## config.mk

```make
export PLATFORM = sky130hd
export DESIGN_NAME = remote_port
export DESIGN_NICKNAME = d
export VERILOG_FILES = /design/src/rtl/meter_pkg.sv /design/src/rtl/record_format.sv /design/src/rtl/remote_port.sv
export VERILOG_INCLUDE_DIRS = /design/src /design/src/rtl
export SDC_FILE = /design/constraint.sdc
export NUM_CORES = 1
export LEC_CHECK = 0
export BUFFER_PORTS_ARGS = -buffer_cell sky130_fd_sc_hd__buf_2
export CORE_MARGIN = 2
export CORE_UTILIZATION = 30
export CTS_CLUSTER_DIAMETER = 100
export CTS_CLUSTER_SIZE = 10
export DETAILED_ROUTE_END_ITERATION = 6
export PLACE_DENSITY = 0.58
export REMOVE_ABC_BUFFERS = 1
export SLEW_MARGIN = 40
export SYNTH_ARGS = -nofsm -noshare
export SYNTH_HDL_FRONTEND = slang
export SYNTH_HIERARCHICAL = 1
export SYNTH_SLANG_ARGS = --single-unit
```

## constraint.sdc

```tcl
create_clock -name CLK_I -period 4.11 [get_ports CLK_I]
set_input_delay 0.2055 -clock CLK_I [delete_from_list [all_inputs] [get_ports CLK_I]]
set_output_delay 0.2055 -clock CLK_I [all_outputs]
set_load 0.005 [all_outputs]
```

## src/rtl/meter_defines.svh

```systemverilog
`ifndef METER_DEFINES_SVH
`define METER_DEFINES_SVH
// ----------------------------------------
// Register byte offsets
// ----------------------------------------
`define OFS_CTRL    8'h00
`define OFS_CMD     8'h04
`define OFS_RXDATA  8'h08
`define OFS_STATUS  8'h0C
`define OFS_MASK    8'h10
`define OFS_STATE   8'h14
`define OFS_RES_LO  8'h18
`define OFS_RES_HI  8'h1C
// ----------------------------------------
// Field positions
// ----------------------------------------
`define CTRL_WAIT   2
`define CTRL_AMP    3
`define CMD_CODE    0
`define CMD_RESET   1
`define EV_RX       0
`define EV_DONE     1
`define EV_TRIG     2
// ----------------------------------------
// Sample setting codes and reset values
// ----------------------------------------
`define SMP_PANEL   2'h0
`define SMP_HOLD    2'h1
`define SMP_FAST    2'h2
`define SMP_SHOLD   2'h3
`define EXP_RST     8'h06
`define FUNC_RST    8'h46
// ----------------------------------------
// Record characters and tail positions
// ----------------------------------------
`define CH_SP       8'h20
`define CH_DOT      8'h2E
`define CH_E        8'h45
`define CH_PLUS     8'h2B
`define CH_MINUS    8'h2D
`define CH_COMMA    8'h2C
`define CH_A        8'h41
`define CH_9        8'h39
`define CH_CR       8'h0D
`define CH_LF       8'h0A
`define TAIL_PLAIN  6'h15
`define TAIL_AMP    6'h1E
`endif

```

## src/rtl/meter_pkg.sv

```systemverilog
`default_nettype none
package meter_pkg;
    // ----------------------------------------
    // Types
    // ----------------------------------------
    // Measurement sequence states, one-hot
    typedef enum logic [5:0] {
        ST_HELD = 6'h01,
        ST_MEAS = 6'h02,
        ST_SRQ  = 6'h04,
        ST_WAIT = 6'h08,
        ST_SEND = 6'h10,
        ST_NEXT = 6'h20
    } meas_state_t;
    // APB request from the master
    typedef struct packed {
        logic        psel;
        logic        penable;
        logic        pwrite;
        logic [7:0]  paddr;
        logic [31:0] pwdata;
    } apb_req_t;
    // Instrument bus pins seen by the device
    typedef struct packed {
        logic       remote;
        logic       listen;
        logic       talk;
        logic       trig;
        logic       dav;
        logic       ack;
        logic [7:0] dio;
    } pins_t;
    // Result fields that build one record
    typedef struct packed {
        logic [7:0]  func;
        logic [43:0] mant;
        logic        exp_neg;
        logic [7:0]  exp;
        logic        amp_low;
    } result_t;
    // Whole state of the port
    typedef struct packed {
        pins_t       s1;
        pins_t       s2;
        pins_t       prev;
        meas_state_t state;
        logic [1:0]  sample;
        logic        wait_mode;
        logic        amp_on;
        logic [7:0]  rx_byte;
        logic        rx_full;
        logic [2:0]  sts;
        logic [2:0]  mask;
        result_t     res;
        logic [5:0]  idx;
        logic        tx_valid;
        logic        tx_last;
        logic [7:0]  tx_byte;
        logic        srq;
        logic        start;
        logic        blank;
        logic        irq;
        logic        remote_led;
        logic        recall_led;
        logic        pready;
        logic        pslverr;
        logic [31:0] prdata;
    } port_state_t;
endpackage : meter_pkg
`default_nettype wire

```

## src/rtl/record_format.sv

```systemverilog
`include "meter_defines.svh"
`default_nettype none
module record_format
(
    input  wire meter_pkg::result_t res_i,
    input  wire logic [5:0]         idx_i,
    output logic [7:0]              byte_o,
    output logic                    last_o
);
    import meter_pkg::*;

    // ----------------------------------------
    // Helpers
    // ----------------------------------------
    // BCD digit to ASCII
    function automatic logic [7:0] ascii_digit(input logic [3:0] d);
        return {4'h3, d};
    endfunction : ascii_digit

    // Mantissa digit k, most significant first
    function automatic logic [3:0] mant_digit(input logic [43:0] m, input logic [3:0] k);
        logic [5:0] pos;
        pos = 6'((4'hA - k) * 4);
        return m[pos +: 4];
    endfunction : mant_digit

    logic [5:0] tail;    // Index of carriage return

    // ----------------------------------------
    // Byte select
    // ----------------------------------------
    // Fixed-length record, amplitude field only on low signal
    always_comb
    begin
        tail   = res_i.amp_low ? `TAIL_AMP : `TAIL_PLAIN;
        byte_o = `CH_SP;
        last_o = (idx_i == tail + 6'h01);
        if (idx_i == tail)
            byte_o = `CH_CR;
        else if (idx_i == tail + 6'h01)
            byte_o = `CH_LF;
        else
        begin
            case (idx_i)
                6'h01: byte_o = res_i.func;
                6'h04, 6'h05, 6'h06, 6'h07, 6'h08:
                    byte_o = ascii_digit(mant_digit(res_i.mant, 4'(idx_i - 6'h04)));
                6'h09: byte_o = `CH_DOT;
                6'h0A, 6'h0B, 6'h0C, 6'h0D, 6'h0E, 6'h0F:
                    byte_o = ascii_digit(mant_digit(res_i.mant, 4'(idx_i - 6'h05)));
                6'h10: byte_o = `CH_E;
                6'h11: byte_o = res_i.exp_neg ? `CH_MINUS : `CH_PLUS;
                6'h12: byte_o = ascii_digit(res_i.exp[7:4]);
                6'h13: byte_o = ascii_digit(res_i.exp[3:0]);
                6'h14: byte_o = `CH_COMMA;
                6'h15: byte_o = `CH_A;
                6'h17: byte_o = `CH_PLUS;
                6'h18, 6'h19, 6'h1B: byte_o = `CH_9;
                6'h1A: byte_o = `CH_DOT;
                6'h1C: byte_o = `CH_E;
                6'h1D: byte_o = `CH_PLUS;
                default: byte_o = `CH_SP;
            endcase
        end
    end
endmodule : record_format
`default_nettype wire

```

## src/rtl/remote_port.sv

```systemverilog
// Behaviour
// - Listening trigger forces sample-hold except in hold, starts measurement
// - Two output modes: if addressed, wait for talk
// - Reset code blanks display, restarts, stays remote
// - Reset in hold aborts measurement, stays held
// - If-addressed: SRQ, test talk, else release, restart
// - Talking: send record, release SRQ, then restart
// - Wait mode: SRQ and stall until talk
// - Each complete code executes like a keypress
// - Each received byte latched if the latch is free, processor interrupted
// - Partial code held until more bytes arrive
// - Complete code applied, measurement cycle restarted unless a record is being sent
// - Every further byte latched raises another interrupt
// - Results sent as fixed-length ASCII records
// - Low signal appends amplitude flag field
// - Remote indicator lit under remote control
// - Recall lamp lit while addressed to talk
`include "meter_defines.svh"
`default_nettype none
module remote_port
(
    input  wire logic                CLK_I,
    input  wire logic                RST_B_I,
    input  wire meter_pkg::apb_req_t APB_I,
    input  wire meter_pkg::pins_t    PINS_I,
    input  wire logic                MEAS_DONE_I,
    output logic                     PREADY_O,
    output logic                     PSLVERR_O,
    output logic [31:0]              PRDATA_O,
    output logic                     SRQ_O,
    output logic                     TX_VALID_O,
    output logic [7:0]               TX_BYTE_O,
    output logic                     RX_BUSY_O,
    output logic                     MEAS_START_O,
    output logic                     BLANK_O,
    output logic                     REMOTE_LED_O,
    output logic                     RECALL_LED_O,
    output logic                     IRQ_O
);
    import meter_pkg::*;

    // ----------------------------------------
    // Declarations
    // ----------------------------------------
    port_state_t q;          // Registered state
    port_state_t n;          // Next state
    logic [7:0]  fmt_byte;   // Record byte at q.idx
    logic        fmt_last;   // That byte ends the record
    logic        access;     // APB access cycle taken
    logic        wr;         // Write access
    logic        rd;         // Read access
    logic        dav_rise;   // New byte strobe on the bus
    logic        trig_rise;  // Group trigger edge
    logic        trig_ok;    // Trigger addressed to us
    logic        code_go;    // Complete code executed
    logic        reset_go;   // Reset code executed
    logic [2:0]  ev;         // Events of this cycle
    logic [31:0] rdata;      // Read mux

    // ----------------------------------------
    // Record formatter
    // ----------------------------------------
    record_format u_fmt
    (
        .res_i  (q.res),
        .idx_i  (q.idx),
        .byte_o (fmt_byte),
        .last_o (fmt_last)
    );

    // ----------------------------------------
    // Next-state logic
    // ----------------------------------------
    // Pin sync, register file, byte latch, sequence
    always_comb
    begin
        n         = q;
        n.start   = 1'b0;
        n.blank   = 1'b0;
        n.pready  = 1'b0;
        n.pslverr = 1'b0;
        n.prdata  = 32'h0000_0000;
        ev        = 3'h0;
        // Two-flop pin synchroniser, then edge history
        n.s1      = PINS_I;
        n.s2      = q.s1;
        n.prev    = q.s2;
        dav_rise  = q.s2.dav & ~q.prev.dav;
        trig_rise = q.s2.trig & ~q.prev.trig;
        trig_ok   = trig_rise & q.s2.remote & q.s2.listen;
        // One wait state, answer on the second access edge
        access    = APB_I.psel & APB_I.penable & ~q.pready;
        wr        = access & APB_I.pwrite;
        rd        = access & ~APB_I.pwrite;
        code_go   = wr & (APB_I.paddr == `OFS_CMD) & APB_I.pwdata[`CMD_CODE];
        reset_go  = wr & (APB_I.paddr == `OFS_CMD) & APB_I.pwdata[`CMD_RESET];

        // Byte latch, held until the processor reads it
        if (dav_rise && !q.rx_full)
        begin
            n.rx_byte   = q.s2.dio;
            n.rx_full   = 1'b1;
            ev[`EV_RX]  = 1'b1;
        end

        // Measurement sequence
        case (q.state)
            ST_HELD: n.state = ST_HELD;
            ST_MEAS:
            begin
                if (MEAS_DONE_I)
                begin
                    n.srq        = 1'b1;
                    n.state      = ST_SRQ;
                    ev[`EV_DONE] = 1'b1;
                end
            end
            ST_SRQ:
            begin
                // Test the talk address once
                if (q.s2.talk)
                    n.state = ST_SEND;
                else if (q.wait_mode)
                    n.state = ST_WAIT;
                else
                begin
                    n.srq   = 1'b0;
                    n.state = ST_NEXT;
                end
            end
            ST_WAIT:
            begin
                // Stall with SRQ until addressed to talk
                if (q.s2.talk)
                    n.state = ST_SEND;
            end
            ST_SEND:
            begin
                // Four-phase byte handshake with the bus
                if (q.tx_valid)
                begin
                    if (q.s2.ack)
                        n.tx_valid = 1'b0;
                end
                else if (!q.s2.ack)
                begin
                    if (q.tx_last)
                    begin
                        n.srq     = 1'b0;
                        n.tx_last = 1'b0;
                        n.state   = ST_NEXT;
                    end
                    else
                    begin
                        n.tx_byte  = fmt_byte;
                        n.tx_last  = fmt_last;
                        n.tx_valid = 1'b1;
                        n.idx      = q.idx + 6'h01;
                    end
                end
            end
            ST_NEXT:
            begin
                // Held settings wait for a trigger
                if (q.sample == `SMP_HOLD || q.sample == `SMP_SHOLD)
                    n.state = ST_HELD;
                else
                begin
                    n.start = 1'b1;
                    n.state = ST_MEAS;
                end
            end
            default: n.state = ST_HELD;
        endcase

        // Trigger outside a record in progress
        if (trig_ok && q.state != ST_SEND)
        begin
            if (q.sample != `SMP_HOLD)
                n.sample = `SMP_SHOLD;
            n.start      = 1'b1;
            n.srq        = 1'b0;
            n.state      = ST_MEAS;
            ev[`EV_TRIG] = 1'b1;
        end

        // Complete code restarts the cycle outside a record in progress
        if (code_go && q.state != ST_SEND)
        begin
            n.start = 1'b1;
            n.srq   = 1'b0;
            n.state = ST_MEAS;
        end

        // Reset code: blank and restart, hold aborts
        if (reset_go)
        begin
            n.blank    = 1'b1;
            n.start    = 1'b1;
            n.srq      = 1'b0;
            n.tx_valid = 1'b0;
            n.tx_last  = 1'b0;
            n.state    = (q.sample == `SMP_HOLD) ? ST_HELD : ST_MEAS;
        end

        // A record always starts from its first byte
        if (n.state == ST_SEND && q.state != ST_SEND)
        begin
            n.idx      = 6'h00;
            n.tx_last  = 1'b0;
            n.tx_valid = 1'b0;
        end

        // Register writes
        if (wr)
        begin
            case (APB_I.paddr)
                `OFS_CTRL:
                begin
                    n.sample    = APB_I.pwdata[1:0];
                    n.wait_mode = APB_I.pwdata[`CTRL_WAIT];
                    n.amp_on    = APB_I.pwdata[`CTRL_AMP];
                end
                `OFS_STATUS: n.sts = q.sts & ~APB_I.pwdata[2:0];
                `OFS_MASK: n.mask = APB_I.pwdata[2:0];
                `OFS_RES_LO: n.res.mant[31:0] = APB_I.pwdata;
                `OFS_RES_HI:
                begin
                    n.res.mant[43:32] = APB_I.pwdata[11:0];
                    n.res.exp         = APB_I.pwdata[19:12];
                    n.res.exp_neg     = APB_I.pwdata[20];
                    n.res.amp_low     = APB_I.pwdata[21] & q.amp_on;
                    n.res.func        = APB_I.pwdata[31:24];
                end
                `OFS_CMD, `OFS_RXDATA, `OFS_STATE: n.pslverr = 1'b0;
                default: n.pslverr = 1'b1;
            endcase
        end

        // Register reads
        rdata = 32'h0000_0000;
        case (APB_I.paddr)
            `OFS_CTRL:   rdata = {28'h0, q.amp_on, q.wait_mode, q.sample};
            `OFS_CMD:    rdata = 32'h0000_0000;
            `OFS_RXDATA: rdata = {24'h0, q.rx_byte};
            `OFS_STATUS: rdata = {29'h0, q.sts};
            `OFS_MASK:   rdata = {29'h0, q.mask};
            `OFS_STATE:  rdata = {20'h0, q.state, q.rx_full, q.srq,
                                  q.s2.talk, q.s2.listen, q.s2.remote, q.tx_valid};
            `OFS_RES_LO: rdata = q.res.mant[31:0];
            `OFS_RES_HI: rdata = {q.res.func, 2'h0, q.res.amp_low, q.res.exp_neg,
                                  q.res.exp, q.res.mant[43:32]};
            default:     rdata = 32'h0000_0000;
        endcase
        if (rd)
        begin
            n.prdata  = rdata;
            n.pslverr = (APB_I.paddr > `OFS_RES_HI) || (APB_I.paddr[1:0] != 2'h0);
            // Reading frees the latch, a byte landing now wins
            if (APB_I.paddr == `OFS_RXDATA && !ev[`EV_RX])
                n.rx_full = 1'b0;
        end
        if (access)
            n.pready = 1'b1;

        // Sticky events, set wins over clear
        n.sts = n.sts | ev;
        n.irq = |(n.sts & n.mask);

        // Indicators follow the synchronised bus state
        n.remote_led = q.s2.remote & q.prev.remote;
        n.recall_led = q.s2.talk & q.prev.talk;
    end

    // ----------------------------------------
    // State register
    // ----------------------------------------
    // Synchronous active-low reset
    always_ff @(posedge CLK_I)
    begin
        if (!RST_B_I)
        begin
            q         <= '0;
            q.state   <= ST_HELD;
            q.res.exp <= `EXP_RST;
            q.res.func <= `FUNC_RST;
        end
        else
            q <= n;
    end

    // ----------------------------------------
    // Outputs straight from flip-flops
    // ----------------------------------------
    assign PREADY_O     = q.pready;
    assign PSLVERR_O    = q.pslverr;
    assign PRDATA_O     = q.prdata;
    assign SRQ_O        = q.srq;
    assign TX_VALID_O   = q.tx_valid;
    assign TX_BYTE_O    = q.tx_byte;
    assign RX_BUSY_O    = q.rx_full;
    assign MEAS_START_O = q.start;
    assign BLANK_O      = q.blank;
    assign REMOTE_LED_O = q.remote_led;
    assign RECALL_LED_O = q.recall_led;
    assign IRQ_O        = q.irq;
endmodule : remote_port
`default_nettype wire

```

* Yosys cells after proc, flatten, opt, wreduce, memory -nomap -nowiden
Cells that the tools add are included.
** Storage, ports and cells
- Bits in writable memories :: 0
- Memories kept :: 0
- Input port bits :: 60
- Output and inout port bits :: 50
- Latch bits :: 0
- Memory bits (read-only) :: 0
- Word-level logic and storage cells :: 217
- Register bits :: 175
** Cells by class
- Muxes and demuxes :: 56
- Add/sub/neg operators :: 6
- Divide/modulo/power cells :: 0
- Reduce and logical (&&, ||, !) cells :: 30
- Bitwise operators :: 26
- Equality and inequality tests :: 51
- Multiply operators :: 0
- Shifts and indexed selects :: 2
- $lt $le $gt $ge :: 1
** Operator list (count)
- 32-bit one-hot mux with 7 select lines :: 1
- 8-bit one-hot mux with 12 select lines :: 1
- 6-bit by 5-bit == test with 1-bit output, second input constant :: 15
- 44-bit by 7-bit indexed part select with 4-bit output :: 2
- 68-bit 2-to-1 mux :: 1
- 6-bit by 4-bit == test with 1-bit output, second input constant :: 9
- 6-bit 2-to-1 mux :: 9
- 33-bit 2-to-1 mux :: 1
- 8-bit by 5-bit == test with 1-bit output, second input constant :: 4
- 32-bit 2-to-1 mux :: 1
- 8-bit 2-to-1 mux :: 4
- 6-bit by 3-bit == test with 1-bit output, second input constant :: 5
- 6-bit one-hot mux with 5 select lines :: 1
- 1-bit 2-to-1 mux :: 23
- 20-bit 2-to-1 mux :: 1
- 8-bit by 4-bit == test with 1-bit output, second input constant :: 2
- 1-bit bitwise AND :: 14
- 6-bit by 1-bit adder with 6-bit output, second input constant :: 2
- 4-bit 2-to-1 mux :: 3
- 2-bit != test, second input constant :: 6
- 11-bit 2-to-1 mux :: 1
- 10-bit 2-to-1 mux :: 1
- 3-bit 2-to-1 mux :: 3
- 3-bit OR reduction :: 3
- 34 further kinds :: 59

* Depth between registers and ports, before layout
Gate-level depths: netlist (run 1).
- Word-level depth :: 11
- Gate-level depth with buffers :: 13

* By module
The synthesis (run 1) kept the hierarchy.
** Modules (own cells, without submodules)
- remote_port :: seq. area each 3503.4 um2, area an instance 6616.3 um2, cells each 739, times used 1
- record_format :: seq. area each 0.0 um2, area an instance 1428.9 um2, cells each 188, times used 1

* Worst setup path after synthesis (run 1)
OpenSTA, ideal clock, no wires.
- Path kind :: register to register
- From :: register q[51] (netlist bit)
- To :: register q, in the netlist TX_BYTE_O[1]
- Stages on the path, launching flop included :: 13
- Required time :: 3.982 ns
- Path slack :: 1.216 ns
- Buffers on the path :: 2
- Library setup time :: 0.128 ns
- Arrival time :: 2.767 ns
- Clock period less this slack :: 2.894 ns
- Cells stage by stage :: dfxtp_1 > clkbuf_1 > inv_1 > ha_1 > o21a_1 > o21a_1 > buf_6 > o32a_4 > a2111oi_2 > a211oi_1 > a32o_1 > mux2i_1 > nor2_1
** On the way
- Cells in the longest elaborated chain, start to end :: 6
- Elaborated cells on any way between the ends :: 43
- Classes of those cells :: 4 x add/sub; 28 x eq/ne; 2 x shift; 3 x mux; 6 x reduce/logical
** RTL lines
- start: declaration :: line remote_port.sv:45 : port_state_t q;
- start signal: assignment :: line remote_port.sv:289 : q <= n;
- 4-bit by 3-bit subtractor with 4-bit output, on equally long branches :: line record_format.sv:50, record_format.sv:47
- 4-bit subtractor :: line record_format.sv:23 : pos = 6'((4'hA - k) * 4);
- 44-bit by 7-bit indexed part select with 4-bit output :: line record_format.sv:24 : return m[pos +: 4];
- 8-bit one-hot mux with 12 select lines :: line record_format.sv:44 : case (idx_i)
- 8-bit 2-to-1 mux :: line record_format.sv:40 : else if (idx_i == tail + 6'h01)
- 8-bit 2-to-1 mux * :: line record_format.sv:38 : if (idx_i == tail)
- named net fmt_byte[1] :: line remote_port.sv:47 : logic [7:0] fmt_byte;
Mark *: on every way through the listed nets, which the timed path passes. The rest lies on a longest branch.
A chain may end at the register's enable or synchronous reset.

* Final worst setup path (run 1)
- From :: register q[50] (netlist bit)
- To :: register q, in the netlist TX_BYTE_O[0]
Same word-level chain as after synthesis.

==> results.yml, run 1 <==
clocking:
  tritoncts_clock_tree: "built"
  cts_hold_buf: 21
  clkLatencyLatePin_ns: 0.44
  cts_post_setup_buffers_inserted: 0
  tritoncts.num_buffers: 17
  cts.clk_slew.worst_paths_ns: 0.07
  cts_repair_resize_count: 0
  tritoncts_num_sinks: 175
  cts_htree_levels: 4
  clockBufferDepth: 2
  clk_root_buffer_cell: "clkbuf_16"
worst_setup_path:
  critPathMostFrequentCell: "o21a_1"
  critPathKind: "flip-flop to flip-flop"
  critPathLaunch: "q[50]$_SDFFE_PP0P_"
  crit_path_max_fanout: 18
  setup.reg_to_reg.worst_slack_ns: 1.06
  rr_startpoint: "q[50]$_SDFFE_PP0P_"
  crit_cells: 10
  critPathMaxStageDelay_ns: 0.58
  start_kind: "flip-flop"
  worstSetupEndpointType: "flip-flop"
  critPathCapture: "TX_BYTE_O[0]$_SDFFE_PN0P_"
  cp_num_buf_inv: 1
  cp_data_arrival_time_ns: 3.42
  cpLargestDelayFamily: "compound AO/OA/AOI/OAI gates"
  timing.rr.end: "TX_BYTE_O[0]$_SDFFE_PN0P_"
  ff2ff_path_depth: 10
  critPathRequiredTime_ns: 4.48
  critical_path_cell_with_the_highest_stage_delay: "mux2i_2"
  critical_path.cell_chain: "buf_4, ha_1, o21a_1, o21a_1, mux2i_2, nand4_1, o2111a_1, a311oi_2, mux2i_1, nor2_1"
routing:
  postRouteWirelength_um: 23660
  routed.top_layer: "met4"
  via_count: 6973
  route.detailed.drc: 0
  met2_length_um: 11120
  detail_route.wirelength.met1_um: 10910
  drtIter0Drc: 673
  detail-route-antenna-nets: 0
  detail_route.first_pass.iterations: 5
  met3WireLength_um: 1247
  detail_route.vias_per_cell: 5.192
  post_drt_wl_per_cell_um: 17.62
timing:
  drv_slew: 0
  grt_setup_unrepaired: "no"
  min_period_ns: 3.053
  timing.clock.skew_ns: 0.01327
  max-slew-margin-rel: 0.4757
  fin_crit_sh: 0.7428
  timing_worst_slew_pin_value_ns: 0.7840
  max_freq_ghz: 0.3275
  finalWorstSetupSlack_ns: 1.057
  fin_hold_ws_ns: 0.01432
  hold_viol: 0
  setup-tns-final_ns: 0
  total_setup_violations_reported_at_the_end_of_the_flow: 0
power:
  pwr_density_cell_nw_per_um2: 373.1
  irDropWorstVdd_v: 0.0001936
  p_leak_nw: 3.480
  totalPowerFinal_w: 0.003487
floorplanning:
  fp.dieArea_um2: 28140
  die-width_um: 167.8
  row_count: 59
  pin_count: 110
  design.core.area_um2: 26210
  initial_core_util: 0.3070
  dieHeight_um: 167.8
grt:
  grt.total_usage: 0.1702
  antenna_found_initial: 1
  maximum_number_of_pins_on_one_net_before_global_route_repair: 84
  grt_first_pass_wirelength_um: 37330
  grt_overflow: 0
  first_global_vias: 6681
synthesis:
  ys.warnings.count: 6
  count_of_unique_library_cells_instantiated_by_yosys: 90
  synth_area_um2: 8045
  synth-main-ff-cell: "dfxtp_1"
  yosys_register_bits: 175
  proportion_of_synthesized_flip_flops_having_asynchronous_set_or_reset: 0
  seq_area_frac_synth: 0.4355
  number_of_enable_type_register_cells_in_the_synthesized_netlist: 0
  synthCells: 927
  avgSynthCellArea_um2: 8.679
finish:
  final_design_area_no_fill_um2: 9345
  final_net_count: 1060
  share_of_layout_cells_above_drive_strength_1: 0.1887
  fillers: 2705
  layout_stage_area_growth_over_the_synthesis_result_pct: 16.16
placement:
  dpl_worst_slack_ns: 1.117
  io_buffer_count: 109
  gp_congestion: 0.8702
  placed_area_um2: 8531
  sum_of_net_half_perimeters_after_detailed_placement_um: 16750
run:
  drv_cap: 0
worst_hold_path:
  hold_path_depth: 3
  hold_class: "input port to flip-flop"
status:
  run_status: "complete, no violations"
-- final cells by class --
type,count,area [um^2],area share
Antenna cell,1,2.502,0.0002678
Clock buffer,18,439.2,0.04699
Clock inverter,14,162.7,0.01741
Inverter,17,65.06,0.006962
Multi-Input combinational cell,637,3874,0.4145
Sequential cell,175,3503,0.3749
Tap cell,335,419.2,0.04485
Timing Repair Buffer,146,879.6,0.09412
-- layout by cell type (no fill, tap or decap), drive strengths merged, types with 5 or more instances in the layout --
master	synthesis	final
a2111oi	5	5
a211oi	7	7
a21oi	87	87
a222oi	8	8
a22oi	36	36
a31oi	13	13
and2	39	39
and3	7	7
buf	72	125
clkbuf	26	18
clkinv	0	6
dfxtp	175	175
dlygate4sd3	0	21
ha	6	6
inv	17	24
mux2i	27	27
nand2	164	164
nand2b	6	6
nand3	18	18
nand4	7	7
nor2	68	68
nor3	8	8
nor3b	8	8
nor4	6	6
nor4b	7	7
o211ai	7	7
o21a	9	9
o21ai	11	11
o32ai	5	5
-- worst register-to-register path, cell delays in order (launching register included) --
cell	delay, ns
dfxtp_1	0.33
buf_4	0.23
ha_1	0.42
o21a_1	0.24
o21a_1	0.38
mux2i_2	0.58
nand4_1	0.16
o2111a_1	0.20
a311oi_2	0.25
mux2i_1	0.10
nor2_1	0.09
-- synthesized netlist by cell type, types with 9 or more instances --
cell type,count,area [um^2]
clkbuf_1,26,97.59
buf_2,16,80.08
dfxtp_1,175,3503
nand2_1,164,615.6
and2_1,39,244.0
o21ai_0,10,50.05
o21a_1,9,67.56
a21oi_1,87,435.4
buf_4,45,337.8
a31oi_1,12,75.07
a22oi_1,36,270.3
nand3_1,18,90.09
nor2_1,63,236.5
mux2i_1,26,260.3
inv_1,16,60.06
-- per-stage QoR --
stage,std cells,util
2_1_floorplan,829,-
3_3_place_gp,1289,0.3251
3_5_place_dp,1289,0.3255
4_1_cts,1342,0.3565
5_1_grt,1342,0.3565
6_report,1343,0.3566
-- routing by layer --
metal | vias up | global-route usage
met5 | - | 0
met4 | 0 | 0.04953
met3 | 28 | 0.03451
met2 | 228 | 0.2779
met1 | 3325 | 0.2273
li1 | 3392 | -
-- flip-flops by register name, indices dropped and copies added, names as in the netlist, 8 cells and up --
name	flops
PRDATA_O	32
TX_BYTE_O	8
n	28
q	97
-- how the worst min path moves through the flow --
stage,start,end,slack [ns]
finish,APB_I[30],q[116]$_SDFFE_PN1P_,0.01
CTS,APB_I[28],q[94]$_SDFFE_PN0P_,0.0003
global route,APB_I[18],q[63]$_SDFFE_PN0P_,0.01
global placement,PINS_I[2],n[159]$_SDFF_PN0_,0.41
detailed placement,PINS_I[1],n[158]$_SDFF_PN0_,0.41
floorplan,RST_B_I,q[111]$_SDFFE_PN1P_,0.28
-- power breakdown --
| part | switching, W | internal, W | leakage, nW |
|---|---|---|---|
| Combinational | 0.0000610 | 0.0000513 | 1.77 |
| Clock | 0.000773 | 0.000884 | 0.298 |
| Sequential | 0.00000686 | 0.00171 | 1.42 |
-- logic make-up (layout without fill, tap and decap cells) --
logic type,after synthesis,count (layout),synth area share
XOR/XNOR,8,8,0.008708
other,0,1,0
AND/OR/NAND/NOR,369,369,0.2300
multiplexers,31,31,0.03966
AO/OA/AOI/OAI,223,223,0.1930
adder cells (fa/ha/maj),6,6,0.009331
flip-flops,175,175,0.4355
buffers and inverters,115,195,0.08382
Note: power is estimated with default switching activity, not from simulation.
==> run 2, diff against run 1 <==
Settings changed: PLACE_DENSITY 0.58 to 0.6.
Clock period 4.11 ns to 2.71 ns, I/O delays scaled along.
==> run 2 against run 1 <==
Fmax is 18% higher. Largest power group unchanged. Register-to-register slack worse by 0.93 ns. Clock power is 54% higher. First-iteration DRC count is 6.2% lower. Setup slack worse by 0.93 ns. Critical path type unchanged. Count of clock-buffer cells in the layout is 1 higher. Clock skew is 0.0023 ns lower. Via count is 3.2% higher. Largest cell class unchanged. Design area is 7.1% higher. Non-clock buffer count is 71 higher. Critical endpoint unchanged. Worst hold slack better by 0.0066 ns. Highest routed layer unchanged. Combinational power is 82% higher.
==> results.yml, run 2 (synthesized netlist as in run 1, its figures left out) <==
worst_setup_path:
  critPathKind: "flip-flop to flip-flop"
  critPathRequiredTime_ns: 3.02
  crit_path_max_fanout: 8
  rr_startpoint: "q[50]$_SDFFE_PP0P_"
  critPathLaunch: "q[50]$_SDFFE_PP0P_"
  start_kind: "flip-flop"
  cp_data_arrival_time_ns: 2.90
  worstSetupEndpointType: "flip-flop"
finish:
  share_of_layout_cells_above_drive_strength_1: 0.2298
  commonest_non_fill_non_tap_cell_in_the_layout: "dfxtp_1"
  n_antenna_cell: 0
  fillers: 2666
  largest_register_ff_count: 97
  layout_stage_area_growth_over_the_synthesis_result_pct: 24.37
  final_cell_mix: "dfxtp_1, nand2_1, buf_2"
  final_net_count: 1132
  largest_register: "q"
routing:
  via_count: 7198
  post_drt_wl_per_cell_um: 17.15
  detail-route-antenna-nets: 0
  detail_route.vias_per_cell: 5.091
  drtIter0Drc: 631
  route.detailed.drc: 0
  detail_route.first_pass.iterations: 5
  postRouteWirelength_um: 24250
timing:
  grt_setup_unrepaired: "no"
  finalWorstSetupSlack_ns: 0.1272
  hold_viol: 0
  max-slew-margin-rel: 0.5727
  timing.clock.skew_ns: 0.01094
  drv_slew: 0
  min_period_ns: 2.583
  timing_worst_slew_pin_value_ns: 0.6321
  fin_crit_sh: 0.9531
  total_setup_violations_reported_at_the_end_of_the_flow: 0
  fin_hold_ws_ns: 0.02090
  max_freq_ghz: 0.3872
worst_hold_path:
  hold_class: "input port to flip-flop"
  holdCritStartpoint: "MEAS_DONE_I"
placement:
  gp_congestion: 0.9015
  sum_of_net_half_perimeters_after_detailed_placement_um: 17400
  dpl_worst_slack_ns: -0.05682
  io_buffer_count: 109
run:
  drv_cap: 0
status:
  run_status: "complete, no violations"
floorplanning:
  dieHeight_um: 167.8
  die-width_um: 167.8
  row_count: 59
  design.core.area_um2: 26210
  fp.dieArea_um2: 28140
  pin_count: 110
  initial_core_util: 0.3070
grt:
  antenna_found_initial: 0
  maximum_number_of_pins_on_one_net_before_global_route_repair: 53
  first_global_vias: 6826
  grt_first_pass_wirelength_um: 38180
  grt.total_usage: 0.1734
  grt_overflow: 0
clocking:
  tritoncts_num_sinks: 175
  clk_root_buffer_cell: "clkbuf_16"
  tritoncts.num_buffers: 17
  tritoncts_clock_tree: "built"
  cts.clk_slew.worst_paths_ns: 0.07
  cts_htree_levels: 4
  clkLatencyLatePin_ns: 0.43
  clockBufferDepth: 2
power:
  p_leak_nw: 3.837
  pwr_density_cell_nw_per_um2: 536.4
  irDropWorstVdd_v: 0.0003286
-- run 2: cell types whose count changed in the layout (fill, tap and decap cells not counted), moves of 2 or more --
cell,delta
inv_6,-2
ha_2,+2
dfxtp_1,-3
dfxtp_2,+3
inv_2,+3
dlygate4sd3_1,+26
inv_1,-2
buf_4,+45
inv_8,-2
ha_1,-2
-- run 2: final cells by class --
cell class / instances / area (um^2) / area share
clock buffer: 19 / 452.9 / 0.04527
clock inverter: 13 / 153.9 / 0.01538
inverter: 17 / 63.81 / 0.006377
multi-input combinational: 638 / 3923 / 0.3920
sequential: 175 / 3507 / 0.3505
tap: 335 / 419.2 / 0.04189
timing repair buffer: 217 / 1486 / 0.1486
-- run 2: per-stage QoR --
| step | total power (W) | instance area (um^2) | setup TNS, ns | std cells | utilization |
|---|---|---|---|---|---|
| 3_3_place_gp | 0.002815 | 8825 | 0 | 1328 | 0.3367 |
| 4_1_cts | 0.005399 | 9917 | 0 | 1407 | 0.3784 |
| 2_1_floorplan | 0.002713 | 7435 | -1.096 | 829 | - |
| 6_report | 0.005367 | 10010 | 0 | 1414 | 0.3818 |
| 5_1_grt | 0.005546 | 10010 | 0 | 1414 | 0.3818 |
| 3_5_place_dp | 0.002816 | 8825 | -0.06438 | 1328 | 0.3367 |
-- run 2: final timing paths --
check | to | slack, ns | depth (start not counted)
worst min-delay path | q[138]$_SDFF_PN0_ | 0.02 | 3
worst max-delay path | TX_BYTE_O[0]$_SDFFE_PN0P_ | 0.13 | 10
worst max register to register | TX_BYTE_O[0]$_SDFFE_PN0P_ | 0.13 | 10
worst min register to register | n[148]$_SDFF_PN0_ | 0.43 | 1
-- run 2: report_power, final --
group	internal, W	total (W)	switching [W]
logic	0.000103	0.000204	0.000101
registers	0.00260	0.00261	0.0000104
clock network	0.00143	0.00256	0.00113
total	0.00413	0.00537	0.00124
-- run 2: timing repair --
| item | CTS | global route |
|---|---|---|
| setup endpoints to repair | 2 | 4 |
| resized for setup | 3 | 14 |
| cloned | 0 | 1 |
| setup buffers | 0 | 6 |
| pin swaps | 0 | 4 |
| hold buffers | 47 | 0 |
| endpoints found under the hold margin | 73 | 0 |
-- run 2: worst max-delay path: stages (launching register included) --
cell and delay, ns:
dfxtp_2 0.35, buf_4 0.15, ha_1 0.22, o21a_1 0.23, mux2_4 0.40, nor2_8 0.15, mux2_2 0.36, o211ai_1 0.26
a311oi_2 0.13, mux2i_1 0.16, nor2_1 0.05
-- run 2: metal layers --
metal / GRT usage / part of all wire
met1: 0.2301 / 0.46
met2: 0.2805 / 0.46
met3: 0.03805 / 0.063
met4: 0.05520 / 0.018
met5: 0 / 0
